## src/core/stcc_pkg.sv

```systemverilog
// package of constants and types for the split timer channel control block
//------------------------------------------------------------------------------
// Function
// - low channel 2-bit mode: 00 off, 01 compare, 10 capture, 11 both
// - low mode fields at offset 0x04, channel D high bits to A low
// - high mode fields at offset 0x05, same layout and encoding
// - restart irq level in bits 5:4, requested while restart flag set
// - error irq level in bits 3:2 enables error interrupt at level
// - wrap irq level in bits 1:0, requested while wrap flag set
// - offset 0x07 holds four low channel irq levels, D to A
// - run and buffer registers have set and clear aliases, same read
// - stop bit 5 resets to 1, halts counter and disables outputs
// - clearing stop restarts counter unless clock source is off
// - command: 00 none, 01 update, 10 restart, 11 reset only when off
// - command field bits 3:2 always read zero
// - update lock bit 1 blocks buffer transfer on update
// - update lock does not block buffer transfer with input capture enabled; the code checks the low channel modes only
// - direction bit 0: 0 up, 1 down; hardware or software may set it
// - low buffer valid bits 4:1 set on buffer write, cleared on update; the code does not clear them on update while update lock is set
// - in capture, valid set by capture event, cleared with channel flag
// - high channels have no buffer valid bits
// - period buffer valid bit 0 set on buffer write, cleared on update; the code does not clear it on update while update lock is set
//------------------------------------------------------------------------------
package stcc_pkg;
   localparam int          STCC_NCH         = 4;
   localparam logic [7:0]  STCC_OFS_LMODE   = 8'h04;
   localparam logic [7:0]  STCC_OFS_HMODE   = 8'h05;
   localparam logic [7:0]  STCC_OFS_TIRQ    = 8'h06;
   localparam logic [7:0]  STCC_OFS_CIRQ    = 8'h07;
   // register indices: the byte address on the bus is four times the index
   localparam logic [7:0]  STCC_OFS_RUN_CLR = 8'h08;
   localparam logic [7:0]  STCC_OFS_RUN_SET = 8'h09;
   localparam logic [7:0]  STCC_OFS_BV_CLR  = 8'h0A;
   localparam logic [7:0]  STCC_OFS_BV_SET  = 8'h0B;
   localparam int          STCC_BIT_STOP    = 5;
   localparam int          STCC_CMD_LSB     = 2;
   localparam int          STCC_BIT_LOCK    = 1;
   localparam int          STCC_BIT_DIR     = 0;
   localparam int          STCC_BIT_PERBV   = 0;
   localparam int          STCC_BV_LSB      = 1;
   localparam logic [7:0]  STCC_TIRQ_MASK   = 8'h3F;
   localparam logic [7:0]  STCC_RUN_MASK    = 8'h23;
   localparam logic [7:0]  STCC_BV_MASK     = 8'h1F;
   localparam logic [7:0]  STCC_RUN_RESET   = 8'h20;
   localparam logic [1:0]  STCC_RESP_OKAY   = 2'b00;
   localparam logic [1:0]  STCC_RESP_SLVERR = 2'b10;
   localparam logic [3:0]  STCC_CLK_OFF     = 4'h0;

   typedef enum logic [1:0] {
      STCC_MODE_OFF  = 2'b00,
      STCC_MODE_COMP = 2'b01,
      STCC_MODE_INPUT_CAPTURE = 2'b10,
      STCC_MODE_BOTH = 2'b11
   } stcc_mode_t;

   typedef enum logic [1:0] {
      STCC_CMD_NONE    = 2'b00,
      STCC_CMD_UPDATE  = 2'b01,
      STCC_CMD_RESTART = 2'b10,
      STCC_CMD_RESET   = 2'b11
   } stcc_cmd_t;

   typedef enum logic [1:0] {
      STCC_LVL_OFF = 2'b00,
      STCC_LVL_LO  = 2'b01,
      STCC_LVL_MED = 2'b10,
      STCC_LVL_HI  = 2'b11
   } stcc_lvl_t;
endpackage

```

## src/core/stcc_wr_if.sv

```systemverilog
// interface carrying one decoded register write from bus slave to register file
`timescale 1ns/10ps
interface stcc_wr_if;
   logic       stb;
   logic [7:0] addr;
   logic [7:0] data;
   modport src (output stb, output addr, output data);
   modport dst (input stb, input addr, input data);
endinterface

```

## src/core/stcc_axi_slave.sv

```systemverilog
// axi4-lite slave that turns bus writes into strobes and serves reads
`timescale 1ns/10ps
module stcc_axi_slave (
   // clock and reset
   input  wire logic        ref_clk,
   input  wire logic        rst,
   // axi write channels
   input  wire logic [7:0]  awaddr,
   input  wire logic        awvalid,
   output logic             awready,
   input  wire logic [31:0] wdata,
   input  wire logic [3:0]  wstrb,
   input  wire logic        wvalid,
   output logic             wready,
   output logic [1:0]       bresp,
   output logic             bvalid,
   input  wire logic        bready,
   // axi read channels
   input  wire logic [7:0]  araddr,
   input  wire logic        arvalid,
   output logic             arready,
   output logic [31:0]      rdata,
   output logic [1:0]       rresp,
   output logic             rvalid,
   input  wire logic        rready,
   // register side
   stcc_wr_if.src           wr,
   output logic [7:0]       rd_addr,
   input  wire logic [7:0]  rd_data,
   input  wire logic        rd_hit
);
   import stcc_pkg::*;

   logic       aw_held;
   logic       w_held;
   logic [7:0] aw_q;
   logic [7:0] w_q;
   logic       w_lane0;
   logic       ar_pend;

   //---------------------------------------------------------------------------
   // write path
   //---------------------------------------------------------------------------
   assign awready = !aw_held && !bvalid;
   assign wready  = !w_held && !bvalid;

   always_ff @(posedge ref_clk) begin
      if (rst) begin
         aw_held <= 1'b0;
         w_held  <= 1'b0;
         aw_q    <= 8'h00;
         w_q     <= 8'h00;
         w_lane0 <= 1'b0;
         bvalid  <= 1'b0;
         bresp   <= STCC_RESP_OKAY;
         wr.stb  <= 1'b0;
         wr.addr <= 8'h00;
         wr.data <= 8'h00;
      end else begin
         wr.stb <= 1'b0;
         if (awvalid && awready) begin
            aw_held <= 1'b1;
            aw_q    <= awaddr;
         end
         if (wvalid && wready) begin
            w_held  <= 1'b1;
            w_q     <= wdata[7:0];
            w_lane0 <= wstrb[0];
         end
         if (aw_held && w_held) begin
            aw_held <= 1'b0;
            w_held  <= 1'b0;
            bvalid  <= 1'b1;
            wr.stb  <= w_lane0 && (aw_q[1:0] == 2'b00);
            wr.addr <= {2'b00, aw_q[7:2]};
            wr.data <= w_q;
            bresp   <= (aw_q[1:0] == 2'b00) ? STCC_RESP_OKAY : STCC_RESP_SLVERR;
         end else if (bvalid && bready) begin
            bvalid <= 1'b0;
         end
      end
   end

   //---------------------------------------------------------------------------
   // read path
   //---------------------------------------------------------------------------
   assign arready = !ar_pend && !rvalid;

   always_ff @(posedge ref_clk) begin
      if (rst) begin
         ar_pend <= 1'b0;
         rd_addr <= 8'h00;
         rvalid  <= 1'b0;
         rdata   <= 32'h0000_0000;
         rresp   <= STCC_RESP_OKAY;
      end else begin
         if (arvalid && arready) begin
            ar_pend <= 1'b1;
            rd_addr <= (araddr[1:0] == 2'b00) ? {2'b00, araddr[7:2]} : 8'hff;
         end
         if (ar_pend) begin
            ar_pend <= 1'b0;
            rvalid  <= 1'b1;
            rdata   <= {24'h00_0000, rd_data};
            rresp   <= rd_hit ? STCC_RESP_OKAY : STCC_RESP_SLVERR;
         end else if (rvalid && rready) begin
            rvalid <= 1'b0;
         end
      end
   end
endmodule // stcc_axi_slave

```

## src/core/stcc_top.sv

```systemverilog
// control and status registers of the split timer channels
`timescale 1ns/10ps
module stcc_top (
   // clock and reset
   input  wire logic        ref_clk,
   input  wire logic        rst,
   // axi write channels
   input  wire logic [7:0]  awaddr,
   input  wire logic        awvalid,
   output logic             awready,
   input  wire logic [31:0] wdata,
   input  wire logic [3:0]  wstrb,
   input  wire logic        wvalid,
   output logic             wready,
   output logic [1:0]       bresp,
   output logic             bvalid,
   input  wire logic        bready,
   // axi read channels
   input  wire logic [7:0]  araddr,
   input  wire logic        arvalid,
   output logic             arready,
   output logic [31:0]      rdata,
   output logic [1:0]       rresp,
   output logic             rvalid,
   input  wire logic        rready,
   // counting engine status and events
   input  wire logic [3:0]  clock_source_select,
   input  wire logic        counter_off,
   input  wire logic        hw_dir_load,
   input  wire logic        hw_dir_value,
   input  wire logic        update_event,
   input  wire logic [3:0]  low_chan_compare_buffer_wr,
   input  wire logic        low_period_buffer_wr,
   input  wire logic [3:0]  capture_event,
   input  wire logic [3:0]  low_chan_flag_clr,
   input  wire logic        restart_flag,
   input  wire logic        error_flag,
   input  wire logic        wrap_flag,
   input  wire logic [3:0]  low_chan_flag,
   // controls toward the counting engine
   output logic [7:0]       low_chan_cc_mode,
   output logic [7:0]       high_chan_cc_mode,
   output logic             counter_run,
   output logic             outputs_enable,
   output logic             force_update,
   output logic             force_restart,
   output logic             force_reset,
   output logic             buffer_transfer,
   output logic             count_down,
   output logic [3:0]       low_chan_buffer_valid,
   output logic             period_buffer_valid,
   // interrupt level requests
   output logic [1:0]       restart_irq_req,
   output logic [1:0]       error_irq_req,
   output logic [1:0]       wrap_irq_req,
   output logic [7:0]       low_chan_irq_req
);
   import stcc_pkg::*;

   stcc_wr_if wr ();

   logic [7:0] rd_addr;
   logic [7:0] rd_data;
   logic       rd_hit;
   logic [7:0] low_channel_mode_ctrl;
   logic [7:0] high_channel_mode_ctrl;
   logic [7:0] timer_irq_level_ctrl;
   logic [7:0] channel_irq_level_ctrl;
   logic       stop;
   logic       update_lock;
   logic       dir;
   logic [3:0] chan_bv;
   logic       per_bv;
   logic       run_set_wr;
   logic       run_clr_wr;
   logic       bv_set_wr;
   logic       bv_clr_wr;
   logic       any_capture;
   logic [1:0] next_cmd;
   logic       update_fire;

   //---------------------------------------------------------------------------
   // bus slave
   //---------------------------------------------------------------------------
   stcc_axi_slave u_slave (
      .ref_clk (ref_clk),
      .rst     (rst),
      .awaddr  (awaddr),
      .awvalid (awvalid),
      .awready (awready),
      .wdata   (wdata),
      .wstrb   (wstrb),
      .wvalid  (wvalid),
      .wready  (wready),
      .bresp   (bresp),
      .bvalid  (bvalid),
      .bready  (bready),
      .araddr  (araddr),
      .arvalid (arvalid),
      .arready (arready),
      .rdata   (rdata),
      .rresp   (rresp),
      .rvalid  (rvalid),
      .rready  (rready),
      .wr      (wr),
      .rd_addr (rd_addr),
      .rd_data (rd_data),
      .rd_hit  (rd_hit)
   );

   assign run_set_wr = wr.stb && (wr.addr == STCC_OFS_RUN_SET);
   assign run_clr_wr = wr.stb && (wr.addr == STCC_OFS_RUN_CLR);
   assign bv_set_wr  = wr.stb && (wr.addr == STCC_OFS_BV_SET);
   assign bv_clr_wr  = wr.stb && (wr.addr == STCC_OFS_BV_CLR);
   assign next_cmd   = run_set_wr ? wr.data[STCC_CMD_LSB +: 2] : STCC_CMD_NONE;

   //---------------------------------------------------------------------------
   // plain control registers
   //---------------------------------------------------------------------------
   always_ff @(posedge ref_clk) begin
      if (rst) begin
         low_channel_mode_ctrl  <= 8'h00;
         high_channel_mode_ctrl <= 8'h00;
         timer_irq_level_ctrl   <= 8'h00;
         channel_irq_level_ctrl <= 8'h00;
      end else if (wr.stb) begin
         if (wr.addr == STCC_OFS_LMODE) begin
            low_channel_mode_ctrl <= wr.data;
         end
         if (wr.addr == STCC_OFS_HMODE) begin
            high_channel_mode_ctrl <= wr.data;
         end
         if (wr.addr == STCC_OFS_TIRQ) begin
            timer_irq_level_ctrl <= wr.data & STCC_TIRQ_MASK;
         end
         if (wr.addr == STCC_OFS_CIRQ) begin
            channel_irq_level_ctrl <= wr.data;
         end
      end
   end

   //---------------------------------------------------------------------------
   // run control: set wins over clear within one write
   //---------------------------------------------------------------------------
   always_ff @(posedge ref_clk) begin
      if (rst) begin
         stop        <= STCC_RUN_RESET[STCC_BIT_STOP];
         update_lock <= 1'b0;
      end else if (run_set_wr) begin
         stop        <= stop | wr.data[STCC_BIT_STOP];
         update_lock <= update_lock | wr.data[STCC_BIT_LOCK];
      end else if (run_clr_wr) begin
         stop        <= stop & ~wr.data[STCC_BIT_STOP];
         update_lock <= update_lock & ~wr.data[STCC_BIT_LOCK];
      end
   end

   // hardware loads direction unless software sets or clears the direction bit in the same cycle
   always_ff @(posedge ref_clk) begin
      if (rst) begin
         dir <= 1'b0;
      end else if (run_set_wr && wr.data[STCC_BIT_DIR]) begin
         dir <= 1'b1;
      end else if (run_clr_wr && wr.data[STCC_BIT_DIR]) begin
         dir <= 1'b0;
      end else if (hw_dir_load) begin
         dir <= hw_dir_value;
      end
   end

   //---------------------------------------------------------------------------
   // commands and update
   //---------------------------------------------------------------------------
   always_comb begin
      any_capture = 1'b0;
      for (int i = 0; i < STCC_NCH; i++) begin
         if (low_channel_mode_ctrl[2*i +: 2] == STCC_MODE_INPUT_CAPTURE ||
             low_channel_mode_ctrl[2*i +: 2] == STCC_MODE_BOTH) begin
            any_capture = 1'b1;
         end
      end
   end

   assign update_fire = update_event || (next_cmd == STCC_CMD_UPDATE);

   always_ff @(posedge ref_clk) begin
      if (rst) begin
         force_update    <= 1'b0;
         force_restart   <= 1'b0;
         force_reset     <= 1'b0;
         buffer_transfer <= 1'b0;
      end else begin
         force_update    <= next_cmd == STCC_CMD_UPDATE;
         force_restart   <= next_cmd == STCC_CMD_RESTART;
         force_reset     <= (next_cmd == STCC_CMD_RESET) && counter_off;
         buffer_transfer <= update_fire && (!update_lock || any_capture);
      end
   end

   //---------------------------------------------------------------------------
   // buffer valid bits, low channels and period only
   //---------------------------------------------------------------------------
   genvar g;
   generate
      for (g = 0; g < STCC_NCH; g++) begin : g_bv
         logic input_capture;
         assign input_capture = low_channel_mode_ctrl[2*g+1];
         always_ff @(posedge ref_clk) begin
            if (rst) begin
               chan_bv[g] <= 1'b0;
            end else if (bv_set_wr && wr.data[STCC_BV_LSB+g]) begin
               chan_bv[g] <= 1'b1;
            end else if (input_capture ? capture_event[g] : low_chan_compare_buffer_wr[g]) begin
               chan_bv[g] <= 1'b1;
            end else if (bv_clr_wr && wr.data[STCC_BV_LSB+g]) begin
               chan_bv[g] <= 1'b0;
            end else if (input_capture ? low_chan_flag_clr[g]
                              : (update_fire && !update_lock)) begin
               chan_bv[g] <= 1'b0;
            end
         end
      end
   endgenerate

   always_ff @(posedge ref_clk) begin
      if (rst) begin
         per_bv <= 1'b0;
      end else if (low_period_buffer_wr ||
                   (bv_set_wr && wr.data[STCC_BIT_PERBV])) begin
         per_bv <= 1'b1;
      end else if ((bv_clr_wr && wr.data[STCC_BIT_PERBV]) ||
                   (update_fire && !update_lock)) begin
         per_bv <= 1'b0;
      end
   end

   //---------------------------------------------------------------------------
   // outputs toward engine and interrupt controller
   //---------------------------------------------------------------------------
   always_ff @(posedge ref_clk) begin
      if (rst) begin
         low_chan_cc_mode      <= 8'h00;
         high_chan_cc_mode     <= 8'h00;
         counter_run           <= 1'b0;
         outputs_enable        <= 1'b0;
         count_down            <= 1'b0;
         low_chan_buffer_valid <= 4'h0;
         period_buffer_valid   <= 1'b0;
         restart_irq_req       <= STCC_LVL_OFF;
         error_irq_req         <= STCC_LVL_OFF;
         wrap_irq_req          <= STCC_LVL_OFF;
         low_chan_irq_req      <= 8'h00;
      end else begin
         low_chan_cc_mode      <= low_channel_mode_ctrl;
         high_chan_cc_mode     <= high_channel_mode_ctrl;
         counter_run           <= !stop && (clock_source_select != STCC_CLK_OFF);
         outputs_enable        <= !stop;
         count_down            <= dir;
         low_chan_buffer_valid <= chan_bv;
         period_buffer_valid   <= per_bv;
         restart_irq_req       <= restart_flag ? timer_irq_level_ctrl[5:4] : STCC_LVL_OFF;
         error_irq_req         <= error_flag ? timer_irq_level_ctrl[3:2] : STCC_LVL_OFF;
         wrap_irq_req          <= wrap_flag ? timer_irq_level_ctrl[1:0] : STCC_LVL_OFF;
         for (int i = 0; i < STCC_NCH; i++) begin
            low_chan_irq_req[2*i +: 2] <= low_chan_flag[i] ?
                                          channel_irq_level_ctrl[2*i +: 2] : STCC_LVL_OFF;
         end
      end
   end

   //---------------------------------------------------------------------------
   // read mux
   //---------------------------------------------------------------------------
   always_comb begin
      rd_hit  = 1'b1;
      rd_data = 8'h00;
      unique case (rd_addr)
         STCC_OFS_LMODE:                     rd_data = low_channel_mode_ctrl;
         STCC_OFS_HMODE:                     rd_data = high_channel_mode_ctrl;
         STCC_OFS_TIRQ:                      rd_data = timer_irq_level_ctrl;
         STCC_OFS_CIRQ:                      rd_data = channel_irq_level_ctrl;
         STCC_OFS_RUN_CLR, STCC_OFS_RUN_SET: rd_data = {2'b00, stop, 3'b000,
                                                        update_lock, dir};
         STCC_OFS_BV_CLR, STCC_OFS_BV_SET:   rd_data = {3'b000, chan_bv, per_bv};
         default:                            rd_hit  = 1'b0;
      endcase
   end
endmodule // stcc_top

```

## config.mk

```make
export PLATFORM = sky130hd
export DESIGN_NAME = stcc_top
export DESIGN_NICKNAME = d
export VERILOG_FILES = /design/src/core/stcc_pkg.sv /design/src/core/stcc_wr_if.sv /design/src/core/stcc_axi_slave.sv /design/src/core/stcc_top.sv
export SDC_FILE = /design/constraint.sdc
export NUM_CORES = 1
export LEC_CHECK = 0
export BUFFER_PORTS_ARGS = -buffer_cell sky130_fd_sc_hd__buf_4
export CAP_MARGIN = 10
export CORE_UTILIZATION = 40
export CTS_CLUSTER_DIAMETER = 100
export DETAILED_ROUTE_END_ITERATION = 8
export PLACE_DENSITY = 0.66
export SLEW_MARGIN = 10
export SYNTH_ARGS = -nofsm -noshare
export SYNTH_HDL_FRONTEND = slang
export SYNTH_SLANG_ARGS = --single-unit
```

## constraint.sdc

```tcl
create_clock -name ref_clk -period 2.5 [get_ports ref_clk]
set_input_delay 0.25 -clock ref_clk [delete_from_list [all_inputs] [get_ports ref_clk]]
set_output_delay 0.25 -clock ref_clk [all_outputs]
set_load 0.005 [all_outputs]
```

-- Word level (Yosys, flattened, before mapping)
Index checks and enable logic that the tools add are counted.
- flip-flop bits (word level): 137
- input port bits: 87
- output and inout bits: 83
- logic and storage cells: 208
- eq/ne operators: 27
- muxes and demuxes: 48
- bitwise gates (word level): 14
- reductions and logical operators: 74
- operator list (operator ; number):
    8-bit case mux with 6 select lines ; 1
    1-bit 2-to-1 mux ; 43
    8-bit by 3-bit equality test with 1-bit output, second input constant ; 4
    8-bit by 4-bit equality test with 1-bit output, second input constant ; 4
    1-bit logical AND ; 30
    6-bit by 3-bit equality test with 1-bit output, second input constant ; 4
    6-bit by 4-bit equality test with 1-bit output, second input constant ; 4
    2-bit OR reduction ; 12
    2-bit equality test, second input constant ; 10
    4-bit nonzero test ; 5
    1-bit inverter ; 10
    1-bit logical OR ; 8
    8-bit 2-to-1 mux ; 1
    2-bit AND reduction ; 4
    2-bit nonzero test ; 4
    8-bit OR reduction ; 1
    1-bit zero test ; 7
    2-bit 2-to-1 mux ; 3
    2-bit zero test ; 2
    3-bit nonzero test ; 1
    1-bit bitwise AND ; 2
    2-bit by 1-bit equality test with 1-bit output, second input constant ; 1
    1-bit OR ; 2

-- Logic depth before layout (Yosys ltp)
Gate-level depths: netlist of the first run.
- depth after elaboration: 11
- depth in mapped cells: 7
- mapped depth without buffers: 4

-- Cells and area by module
From an unflattened synthesis of the first run, not the netlist that was laid out.
- cells, all modules: 544
- area total of the unflattened synthesis: 5522.8 um2
- by module, submodules not included (module ; instances ; cells each ; area an instance (um2) ; seq. area each (um2)):
    stcc_top ; 1 ; 321 ; 3211.8 ; 1601.5
    stcc_axi_slave ; 1 ; 223 ; 2311.0 ; 1081.0

-- Worst setup path after synthesis of the first run
No wires, ideal clock.
- path type: register to register
- start: register u_slave.wr.addr[4]
- end: register low_channel_mode_ctrl[3]
- library setup time: 121 ps
- arrival time: 1701 ps
- data required time: 2379 ps
- slack: 678 ps
- stages on the path, launching flop included: 5
- buffers on the path: 1
- period minus slack after synthesis: 1822 ps
- path through: dfxtp_1 -> or3b_1 -> buf_2 -> nor4_4 -> mux2_2
- word-level cells in the longest chain between the ends: 2
- ends and longest elaborated chain (what ; line ; text):
    start, declared ; stcc_wr_if.sv:7 ; modport src (output stb, output addr, output data);
    start signal, assigned ; stcc_axi_slave.sv:75 ; wr.addr <= {2'b00, aw_q[7:2]};
    6-bit by 3-bit equality test with 1-bit output ; stcc_top.sv:127 ; if (wr.addr == STCC_OFS_LMODE) begin
    2-bit AND reduction (no line) ; -- ;
    end signal, assigned ; stcc_top.sv:128 ; low_channel_mode_ctrl <= wr.data;
    end, declared ; stcc_top.sv:65 ; logic [7:0] low_channel_mode_ctrl;
No other way between the ends.
A chain may end at the register's enable or synchronous reset.

-- Worst setup path in the final report of the first run
- start: register u_slave.wr.addr[4]
- end: register channel_irq_level_ctrl[0]
- word-level cells in the longest chain between the ends: 2
- ends and longest elaborated chain (what ; line ; text):
    6-bit by 3-bit equality test with 1-bit output ; stcc_top.sv:136 ; if (wr.addr == STCC_OFS_CIRQ) begin
    2-bit AND reduction (no line) ; -- ;
    end signal, assigned ; stcc_top.sv:137 ; channel_irq_level_ctrl <= wr.data;
    end, declared ; stcc_top.sv:68 ; logic [7:0] channel_irq_level_ctrl;
No other way between the ends.

==> impl_metrics.env, run 1 <==
export IMPL_synth_top_area_share_pct=51.70
export IMPL_tns_ns=0
export IMPL_synthToLayoutAreaGrowth_pct=29.54
export IMPL_rr_worst_depth=4
export IMPL_power_density_nw_per_um2=750.2
export IMPL_fill_cells=1191
export IMPL_r2r_start="u_slave.wr.addr[4]$_SDFFE_PP0P_"
export IMPL_grt_pass1_vias=3760
export IMPL_detail_route_antenna_nets=0
export IMPL_drv_cap=0
export IMPL_hold_start="counter_off"
export IMPL_avgSynthCellArea_um2=9.680
export IMPL_antenna_found_initial=0
export IMPL_ys_seq_area_share_pct=51.70
export IMPL_place_gp_congestion=0.8277
export IMPL_holdPathStages=3
export IMPL_drtPass1Iterations=4
export IMPL_layout_drive_gt1_share_pct=26.60
export IMPL_cts_post_setup_buffers_inserted=0
export IMPL_hold_viol=0
export IMPL_tightest_slew_ns=0.7270
export IMPL_setup_violations=0
export IMPL_hold_slack_ns=0.06525
export IMPL_coreArea_um2=12620
export IMPL_cts_resized=0
export IMPL_drt_iter0_markers=266
export IMPL_skew_ns=0.007349
export IMPL_path_clk_slew_ns=0.05
export IMPL_leakage_nw=2.945
export IMPL_cp_arrival_ns=2.12
export IMPL_cts_max_path_buffers=2
export IMPL_grt_max_degree=101
export IMPL_synth_largest_area_cell="dfxtp_1"
export IMPL_wire_per_inst_um=14.81
export IMPL_drv_slew=0
export IMPL_drt_wl_total_mm=12.30
export IMPL_grt_pass1_wl_mm=19.15
export IMPL_die_w_um=115.9
export IMPL_ios=170
export IMPL_cts_sinks=134
export IMPL_critical_path_max_fanout=8
export IMPL_synth_distinct_cells=44
export IMPL_vdd_drop_max_mv=0.5061
export IMPL_grtUsageTotal_pct=19.08
export IMPL_synth_cells=536
export IMPL_cts_tree="built"
export IMPL_hold_path_end="force_reset$_SDFF_PP0_"
export IMPL_max_slew_margin_pct=51.53
export IMPL_r2r_end="channel_irq_level_ctrl[0]$_SDFFE_PP0P_"
export IMPL_critPathCaptureType="flop"
export IMPL_period_needed_ns=1.831
export IMPL_initial_core_util_pct=41.12
export IMPL_timing_reg2reg_setup_slack_ns=0.67
export IMPL_cp_data_required_time_ns=2.78
export IMPL_rows=41
export IMPL_fin_crit_sh_pct=73.24
export IMPL_nNetsFinal=733
export IMPL_overflow=0
export IMPL_clock_latency_ns=0.41
export IMPL_final_seq_area_um2=2683
export IMPL_cts_htree_levels=4
export IMPL_dp_hpwl_mm=8.605
export IMPL_rsz0062_at_grt="false"
export IMPL_place_ws_ns=0.6890
export IMPL_layout_setup_ws_ns=0.6689
export IMPL_die_h_um=115.9
export IMPL_yosys_warnings=0
export IMPL_fmax_mhz=546.1
export IMPL_cts_root_buf="clkbuf_16"
export IMPL_netlist_area_um2=5189
export IMPL_placed_area_um2=6127
export IMPL_floorplan_die_area_um2=13430
export IMPL_hp_class="in -> reg"
export IMPL_cts_made_buffers=17
export IMPL_finish_utilization_pct=53.26
export IMPL_status="complete, no violations"
export IMPL_multiInputGateArea_um2=2260
export IMPL_remaining_drc_errors=0
export IMPL_n_antenna_cell=0
export IMPL_yosys_register_bits=134
export IMPL_drt_vias_per_instance=4.888
export IMPL_path_class="reg -> reg"
export IMPL_dp_cells=799
export IMPL_hold_buffers=0
export IMPL_startpoint_type="flop"
export IMPL_final_cells=830
export IMPL_numPortBuffers=116
export IMPL_vias=4057
export IMPL_synth_area_leaders="dfxtp_1 (52%), mux2i_1 (6.6%), nor2_1 (4.6%)"
export IMPL_total_power_mw=5.043
export IMPL_fin_area_um2=6721
-- worst max path at each step --
stage                                               start                                endpoint  slack, ns  cells after the start
final                     u_slave.wr.addr[4]$_SDFFE_PP0P_  channel_irq_level_ctrl[0]$_SDFFE_PP0P_       0.67                      4
after global routing      u_slave.wr.addr[4]$_SDFFE_PP0P_  channel_irq_level_ctrl[7]$_SDFFE_PP0P_       0.53                      4
after CTS                 u_slave.wr.addr[4]$_SDFFE_PP0P_  channel_irq_level_ctrl[0]$_SDFFE_PP0P_       0.66                      4
after detailed placement  u_slave.wr.addr[4]$_SDFFE_PP0P_  channel_irq_level_ctrl[3]$_SDFFE_PP0P_       0.69                      4
after global placement    u_slave.wr.addr[4]$_SDFFE_PP0P_  channel_irq_level_ctrl[2]$_SDFFE_PP0P_       0.70                      4
after floorplan           u_slave.wr.addr[4]$_SDFFE_PP0P_   low_channel_mode_ctrl[3]$_SDFFE_PP0P_       0.68                      4
-- flip-flops by register name, indices dropped and copies added (netlist names), 8 cells and up, named ones only --
name / count
channel_irq_level_ctrl: 8
high_chan_cc_mode: 8
high_channel_mode_ctrl: 8
low_chan_cc_mode: 8
low_chan_irq_req: 8
low_channel_mode_ctrl: 8
u_slave.aw_q: 8
u_slave.rdata: 8
u_slave.w_q: 8
u_slave.wr.data: 8
-- layout make-up --
type                    instances  share of cell area [%]
flip-flops and latches        134                   39.91
repair buffers                125                   14.15
clock inverters                 9                   1.880
inverters                       6                  0.3351
multi-input cells             362                   33.62
clock buffers                  22                   6.906
well taps                     172                   3.202
-- routing by layer --
| metal | GRT usage, % | routed length (um) |
|---|---|---|
| met4 | 7.179 | 138 |
| met5 | 0 | 0 |
| met2 | 31.63 | 5928 |
| met3 | 5.178 | 640 |
| met1 | 23.67 | 5589 |
-- synthesized netlist by cell type (all sizes together) --
library cell and n:
nand2b 6, xnor2 1, or3 1, inv 6
a21oi 35, nor4b 1, and2 4, a22o 14
a2111o 4, a2bb2oi 4, clkbuf 25, nand3 8
a22oi 4, or3b 1, o221a 2, o21a 3
nor2 64, nor3 11, o2bb2ai 1, buf 34
mux2i 34, a211oi 7, nor3b 4, nand4b 1
nor4 5, conb 1, nand2 52, o22ai 4
mux2 10, or2 1, mux4 4, nand4 3
dfxtp 134, o21ai 6, and3b 14, nor2b 23
and3 3, o31ai 1
-- logic make-up (layout without fill, tap and decap cells) --
group / after synthesis / count (layout) / synth area share, %
and+or+nand+nor: 202 / 202 / 19.82
DFF: 134 / 134 / 51.70
AOI/OAI and AO/OA: 85 / 85 / 11.14
buffers and inverters: 65 / 162 / 6.631
muxes: 48 / 48 / 10.47
other: 1 / 26 / 0.07227
xor gates and xnor gates: 1 / 1 / 0.1688
-- power breakdown --
| part | leakage [nW] | switching (mW) | total [mW] | internal [mW] |
|---|---|---|---|---|
| combinational | 1.57 | 0.164 | 0.316 | 0.152 |
| sequential | 1.09 | 0.0494 | 2.24 | 2.19 |
| clock | 0.290 | 0.877 | 2.49 | 1.61 |
-- critical path, cell delays in order, from the launching register on --
cell and delay [ns]:
dfxtp_1 0.33, or3b_1 0.50, nor3_4 0.55, mux2i_1 0.26, nor2_1 0.06
-- cell usage in the layout, fill, tap and decap left out, drive strengths merged, types with 2 or more instances in the layout --
cell | synthesis | layout
dfxtp | 134 | 134
buf | 34 | 125
nor2 | 64 | 64
nand2 | 52 | 52
a21oi | 35 | 35
mux2i | 34 | 34
conb | 1 | 26
nor2b | 23 | 23
clkbuf | 25 | 22
and3b | 14 | 14
a22o | 14 | 14
nor3 | 11 | 11
mux2 | 10 | 10
nand3 | 8 | 8
a211oi | 7 | 7
inv | 6 | 6
nand2b | 6 | 6
o21ai | 6 | 6
nor4 | 5 | 5
clkinv | 0 | 5
and2 | 4 | 4
a2111o | 4 | 4
o22ai | 4 | 4
a22oi | 4 | 4
a2bb2oi | 4 | 4
mux4 | 4 | 4
nor3b | 4 | 4
o21a | 3 | 3
nand4 | 3 | 3
and3 | 3 | 3
bufinv | 0 | 3
o221a | 2 | 2
Power figures use the tool's default switching activity.
==> run 2, diff against run 1 <==
- ABC_AREA: default -> 1
- clock period: 2.5 -> 1.79 ns (I/O delays scaled with it)
==> run 2 against run 1 <==
  * Design area barely moved
  * Clock-buffer cell count fell by 5
  * Global-route usage increased by 0.099 points
  * Clock power is 29% higher
  * Flip-flop and latch count is the same
  * Power grew 36%
  * Maximum frequency grew 17%
==> impl_metrics.env, run 2 <==
export IMPL_p_sw_share_pct=24.09
export IMPL_n_antenna_cell=0
export IMPL_hp_class="in -> reg"
export IMPL_synth_edf_count=0
export IMPL_max_slew_margin_pct=57.89
export IMPL_status="complete, no violations"
export IMPL_overflow=0
export IMPL_place_gp_congestion=0.9326
export IMPL_yosys_register_bits=134
export IMPL_synth_top_flop_cell="dfxtp_1"
export IMPL_synth_cells=629
export IMPL_startpoint_type="flop"
export IMPL_final_cell_mix="dfxtp_1 (134), buf_4 (126), inv_1 (76)"
export IMPL_critPathCaptureType="flop"
export IMPL_hold_viol=0
export IMPL_fin_crit_sh_pct=87.58
export IMPL_cts_htree_levels=4
export IMPL_clock_latency_ns=0.42
export IMPL_ys_seq_area_share_pct=52.06
export IMPL_synth_top_area_share_pct=52.06
export IMPL_fmax_mhz=637.9
export IMPL_grtUsageTotal_pct=19.18
export IMPL_cts_root_buf="clkbuf_16"
export IMPL_synth_distinct_cells=36
export IMPL_fin_area_um2=6725
export IMPL_p_int_mw=5.196
export IMPL_die_w_um=115.5
export IMPL_synth_area_leaders="dfxtp_1 (52%), a21oi_1 (6.2%), inv_1 (5.5%)"
export IMPL_cts_max_path_buffers=2
export IMPL_tns_ns=0
export IMPL_yosys_warnings=0
export IMPL_vias=4536
export IMPL_synth_fa_ha_area_share_pct=0
export IMPL_synthToLayoutAreaGrowth_pct=30.52
export IMPL_period_needed_ns=1.568
export IMPL_power_density_nw_per_um2=1018
export IMPL_ys_async_sr_fraction_pct=0
export IMPL_clockPowerShare_pct=47.0
export IMPL_muxShareOfSynthArea_pct=0.7771
export IMPL_drv_cap=0
export IMPL_antenna_found_initial=0
export IMPL_drv_slew=0
export IMPL_final_common_cell="dfxtp_1"
export IMPL_nNetsFinal=844
export IMPL_switchingPower_mw=1.648
export IMPL_synthSimpleGateAreaFrac_pct=17.95
export IMPL_cp_data_required_time_ns=2.14
export IMPL_initial_core_util_pct=41.00
export IMPL_tightest_slew_ns=0.6299
export IMPL_total_power_mw=6.844
export IMPL_cts_made_buffers=17
export IMPL_drt_iter0_markers=265
export IMPL_seq_power_share_pct=45.5
export IMPL_rows=41
export IMPL_synth_top_family_by_area="simple AND/OR/NAND/NOR gates"
export IMPL_netlist_top_cells_count="dfxtp_1 (134), inv_1 (76), a21oi_1 (64)"
export IMPL_netlist_area_um2=5152
export IMPL_wire_per_inst_um=13.20
export IMPL_coreArea_um2=12570
export IMPL_path_clk_slew_ns=0.06
export IMPL_floorplan_die_area_um2=13340
export IMPL_grt_pass1_wl_mm=19.58
export IMPL_rsz0062_at_grt="false"
export IMPL_avgSynthCellArea_um2=8.191
export IMPL_remaining_drc_errors=0
export IMPL_cts_sinks=134
export IMPL_placed_area_um2=6086
export IMPL_leakage_nw=2.935
export IMPL_grt_pass1_vias=4228
export IMPL_rr_worst_depth=8
export IMPL_setup_violations=0
export IMPL_synth_largest_area_cell="dfxtp_1"
export IMPL_cts_post_setup_buffers_inserted=0
export IMPL_grt_max_degree=52
export IMPL_ios=170
export IMPL_drt_vias_per_instance=4.815
export IMPL_die_h_um=115.5
export IMPL_drtPass1Iterations=7
export IMPL_numPortBuffers=116
export IMPL_holdPathStages=3
export IMPL_synth_xor_area_share_pct=0
export IMPL_drt_wl_total_mm=12.43
export IMPL_path_class="reg -> reg"
export IMPL_cts_tree="built"
export IMPL_skew_ns=0.006256
export IMPL_layout_drive_gt1_share_pct=24.68
export IMPL_synth_compound_area_share_pct=16.56
export IMPL_fill_cells=1186
export IMPL_detail_route_antenna_nets=0
export IMPL_combPwrFrac_pct=7.5
export IMPL_synth_most_common_cell="dfxtp_1"
export IMPL_vdd_drop_max_mv=0.5867
export IMPL_cp_arrival_ns=1.92
export IMPL_dp_hpwl_mm=9.084
export IMPL_critical_path_max_fanout=12
run 2: changes by cell type in the layout (fill, tap and decap cells not counted), sizes merged, moves of 8 or more:
cell and delta:
nand3 +29, dlygate4sd3 +8, and3b -14, and3 +11, a22o -14, mux2 -10, inv +81, mux2i -30
nor2b -23, o21ai +58, a21oi +34, o22ai +11, nand2 +12
run 2: kinds of logic (layout without fill, tap and decap cells):
kind of cell | Yosys count | count (layout)
other cells | 1 | 26
buf+inv | 137 | 253
mux | 4 | 4
compound gates | 157 | 157
simple gates | 196 | 196
flops | 134 | 134
run 2: final timing paths:
path | from | to | slack, ns
worst max-delay path | u_slave.rd_addr[4]$_SDFFE_PP0P_ | u_slave.rdata[2]$_SDFFE_PP0P_ | 0.22
worst max register to register | u_slave.rd_addr[4]$_SDFFE_PP0P_ | u_slave.rdata[2]$_SDFFE_PP0P_ | 0.22
worst min register to register | high_channel_mode_ctrl[4]$_SDFFE_PP0P_ | high_chan_cc_mode[4]$_SDFF_PP0_ | 0.45
worst min-delay path | awaddr[1] | u_slave.aw_q[1]$_SDFFE_PP0P_ | 0.02
run 2: final cells by class:
cell class	instances	area, um^2	share of cell area, %
clock buffers	17	425.4	6.326
clock inverters	15	133.9	1.991
inverters	87	326.6	4.856
multi-input cells	383	1916	28.48
flip-flops and latches	134	2683	39.89
well taps	172	215.2	3.200
repair buffers	134	1026	15.26
run 2: power groups by stage:
| stage | sequential, mW | clock (mW) | combinational [mW] |
|---|---|---|---|
| floorplan | 3.17 | 0 | 0.336 |
| global placement | 3.17 | 0 | 0.482 |
| detailed placement | 3.18 | 0 | 0.495 |
| CTS | 3.11 | 3.28 | 0.513 |
| global route | 3.12 | 3.40 | 0.570 |
| finish | 3.11 | 3.22 | 0.513 |
run 2: routing by layer:
layer	part of all wire [%]	up-vias	GRT usage [%]
li1	-	2270	-
met1	44	2057	22.97
met2	46	178	31.06
met3	6.0	31	5.126
met4	3.8	0	11.17
met5	0	-	0
run 2: through the flow:
stage / std cells / worst slack, ns / hold WS, ns / utilization [%]
2_1_floorplan: 654 / 0.5566 / 0.2798 / -
3_3_place_gp: 902 / 0.3113 / 0.3658 / 48.42
3_5_place_dp: 902 / 0.2655 / 0.3691 / 48.42
4_1_cts: 942 / 0.2435 / 0.0004532 / 53.51
5_1_grt: 942 / 0.09739 / 0.02132 / 53.51
6_report: 942 / 0.2223 / 0.01847 / 53.51
run 2: repair_timing:
action / 4_1_cts / 5_1_grt
hold buffers: 8 / 0
gates resized for setup: 0 / 0
endpoints found under the hold margin: 9 / 0
run 2: worst max-delay path, stage by stage (launching register included):
cell,delay [ns]
dfxtp_1,0.35
nor3_4,0.39
buf_4,0.25
nand3_1,0.08
nand2_1,0.14
nor2_1,0.07
nand2_1,0.06
nand2_1,0.06
a21oi_2,0.10
==> run 3, diff against run 2 <==
- MAX_ROUTING_LAYER: default -> met4
==> run 3 against run 2 <==
  * Sequential share of layout area stayed put
  * Maximum frequency is 1.1% higher
  * Wire length is 0.22% higher
  * Global-route usage is 0.60 points higher
  * Sequential power hardly changed
  * Via count is 0.40% lower
  * Register-to-register slack better by 0.02 ns
  * Die area stayed put
  * First-iteration DRC count is 1.1% higher
  * Final cell count stayed put
  * Combinational power hardly changed
  * Highest routed layer unchanged
==> impl_metrics.env, run 3 (same netlist as run 2, synthesis figures left out) <==
export IMPL_fmax_mhz=644.9
export IMPL_cpPeakStageDelay_ns=0.39
export IMPL_rsz0062_at_grt="false"
export IMPL_startpoint_type="flop"
export IMPL_n_antenna_cell=0
export IMPL_drv_slew=0
export IMPL_placed_area_um2=6086
export IMPL_status="complete, no violations"
export IMPL_cts_resized=0
export IMPL_vdd_drop_max_mv=0.5849
export IMPL_place_ws_ns=0.2655
export IMPL_overflow=0
export IMPL_final_cell_mix="dfxtp_1 (134), buf_4 (126), inv_1 (76)"
export IMPL_remaining_drc_errors=0
export IMPL_rows=41
export IMPL_fin_crit_sh_pct=86.62
export IMPL_cp_arrival_ns=1.90
export IMPL_cp_buffers_inverters=1
export IMPL_antenna_found_initial=0
export IMPL_hp_class="in -> reg"
export IMPL_worst_path_max_delay_cell="nor3_4"
export IMPL_cts_made_buffers=17
export IMPL_grtUsageTotal_pct=19.78
export IMPL_die_h_um=115.5
export IMPL_detail_route_antenna_nets=0
export IMPL_crit_family="simple AND/OR/NAND/NOR gates"
export IMPL_hold_buffers=8
export IMPL_critPathMostFrequentCell="nand2_1"
export IMPL_final_common_cell="dfxtp_1"
export IMPL_tightest_slew_ns=0.6296
export IMPL_initial_core_util_pct=41.00
export IMPL_dp_hpwl_mm=9.084
export IMPL_power_density_nw_per_um2=1017
export IMPL_drt_vias_per_instance=4.796
export IMPL_critical_path_max_fanout=12
export IMPL_total_power_mw=6.843
export IMPL_drt_wl_total_mm=12.46
export IMPL_critPathCaptureType="flop"
export IMPL_max_slew_margin_pct=57.91
export IMPL_setup_violations=0
export IMPL_cts_htree_levels=4
export IMPL_floorplan_die_area_um2=13340
export IMPL_fill_cells=1186
export IMPL_tns_ns=0
export IMPL_path_clk_slew_ns=0.06
export IMPL_worstPathCellList="nor3_4 -> buf_4 -> nand3_1 -> nand2_1 -> nor2_1 -> nand2_1 -> nand2_1 -> a21oi_2"
export IMPL_die_w_um=115.5
export IMPL_clock_latency_ns=0.42
export IMPL_fin_area_um2=6725
export IMPL_cts_root_buf="clkbuf_16"
export IMPL_drv_cap=0
export IMPL_cts_post_setup_buffers_inserted=0
export IMPL_coreArea_um2=12570
export IMPL_numPortBuffers=116
export IMPL_ios=170
export IMPL_cts_sinks=134
export IMPL_wire_per_inst_um=13.23
export IMPL_period_needed_ns=1.551
export IMPL_grt_pass1_vias=4220
export IMPL_cts_tree="built"
export IMPL_layout_drive_gt1_share_pct=24.68
export IMPL_skew_ns=0.01077
export IMPL_leakage_nw=2.935
export IMPL_hold_viol=0
export IMPL_cts_max_path_buffers=2
export IMPL_synthToLayoutAreaGrowth_pct=30.52
export IMPL_grt_pass1_wl_mm=19.57
export IMPL_layout_setup_ws_ns=0.2394
export IMPL_drt_iter0_markers=268
export IMPL_grt_max_degree=52
export IMPL_nNetsFinal=844
export IMPL_drtPass1Iterations=5
export IMPL_vias=4518
export IMPL_path_class="reg -> reg"
export IMPL_cp_data_required_time_ns=2.14
export IMPL_place_gp_congestion=0.9492
==> run 3: cell counts in the layout (fill, tap and decap cells not counted) <==
Identical to the previous run, type by type.
==> run 3: layout make-up <==
cell class | instances | area [um^2] | share of cell area, %
Tap cell | 172 | 215.2 | 3.200
Timing Repair Buffer | 134 | 1026 | 15.26
Sequential cell | 134 | 2683 | 39.89
Clock buffer | 17 | 425.4 | 6.326
Inverter | 87 | 326.6 | 4.856
Clock inverter | 15 | 133.9 | 1.991
Multi-Input combinational cell | 383 | 1916 | 28.48
==> run 3: path summary, 6_finish.rpt <==
kind	depth (start not counted)	end	slack, ns	from
setup / recovery	8	u_slave.rdata[2]$_SDFFE_PP0P_	0.24	u_slave.rd_addr[4]$_SDFFE_PP0P_
hold / removal	3	u_slave.aw_q[1]$_SDFFE_PP0P_	0.02	awaddr[1]
setup reg to reg	8	u_slave.rdata[2]$_SDFFE_PP0P_	0.24	u_slave.rd_addr[4]$_SDFFE_PP0P_
hold reg to reg	2	high_chan_cc_mode[2]$_SDFF_PP0_	0.46	high_channel_mode_ctrl[2]$_SDFFE_PP0P_
==> run 3: layer usage <==
metal	track usage, %	share of wire, %	vias to the layer above
li1	-	-	2272
met2	31.06	46	172
met4	11.17	3.6	0
met3	5.126	5.8	30
met5	-	0	-
met1	22.97	44	2044
==> run 3: per-stage QoR <==
step	util (%)	instances	hold slack, ns
global route	53.51	942	0.02135
detailed placement	48.42	902	0.3691
floorplan	-	654	0.2798
finish	53.51	942	0.02057
global placement	48.42	902	0.3658
CTS	53.51	942	0.0004532
==> run 3: worst register-to-register path, stage by stage, from the launching register on <==
cell	delay [ns]
dfxtp_1	0.35
nor3_4	0.39
buf_4	0.25
nand3_1	0.08
nand2_1	0.13
nor2_1	0.07
nand2_1	0.06
nand2_1	0.06
a21oi_2	0.10
==> run 3: report_power, final <==
part,internal [mW],switching (mW)
Combinational,0.220,0.293
Clock,1.91,1.31
Sequential,3.07,0.0440
Total,5.20,1.65
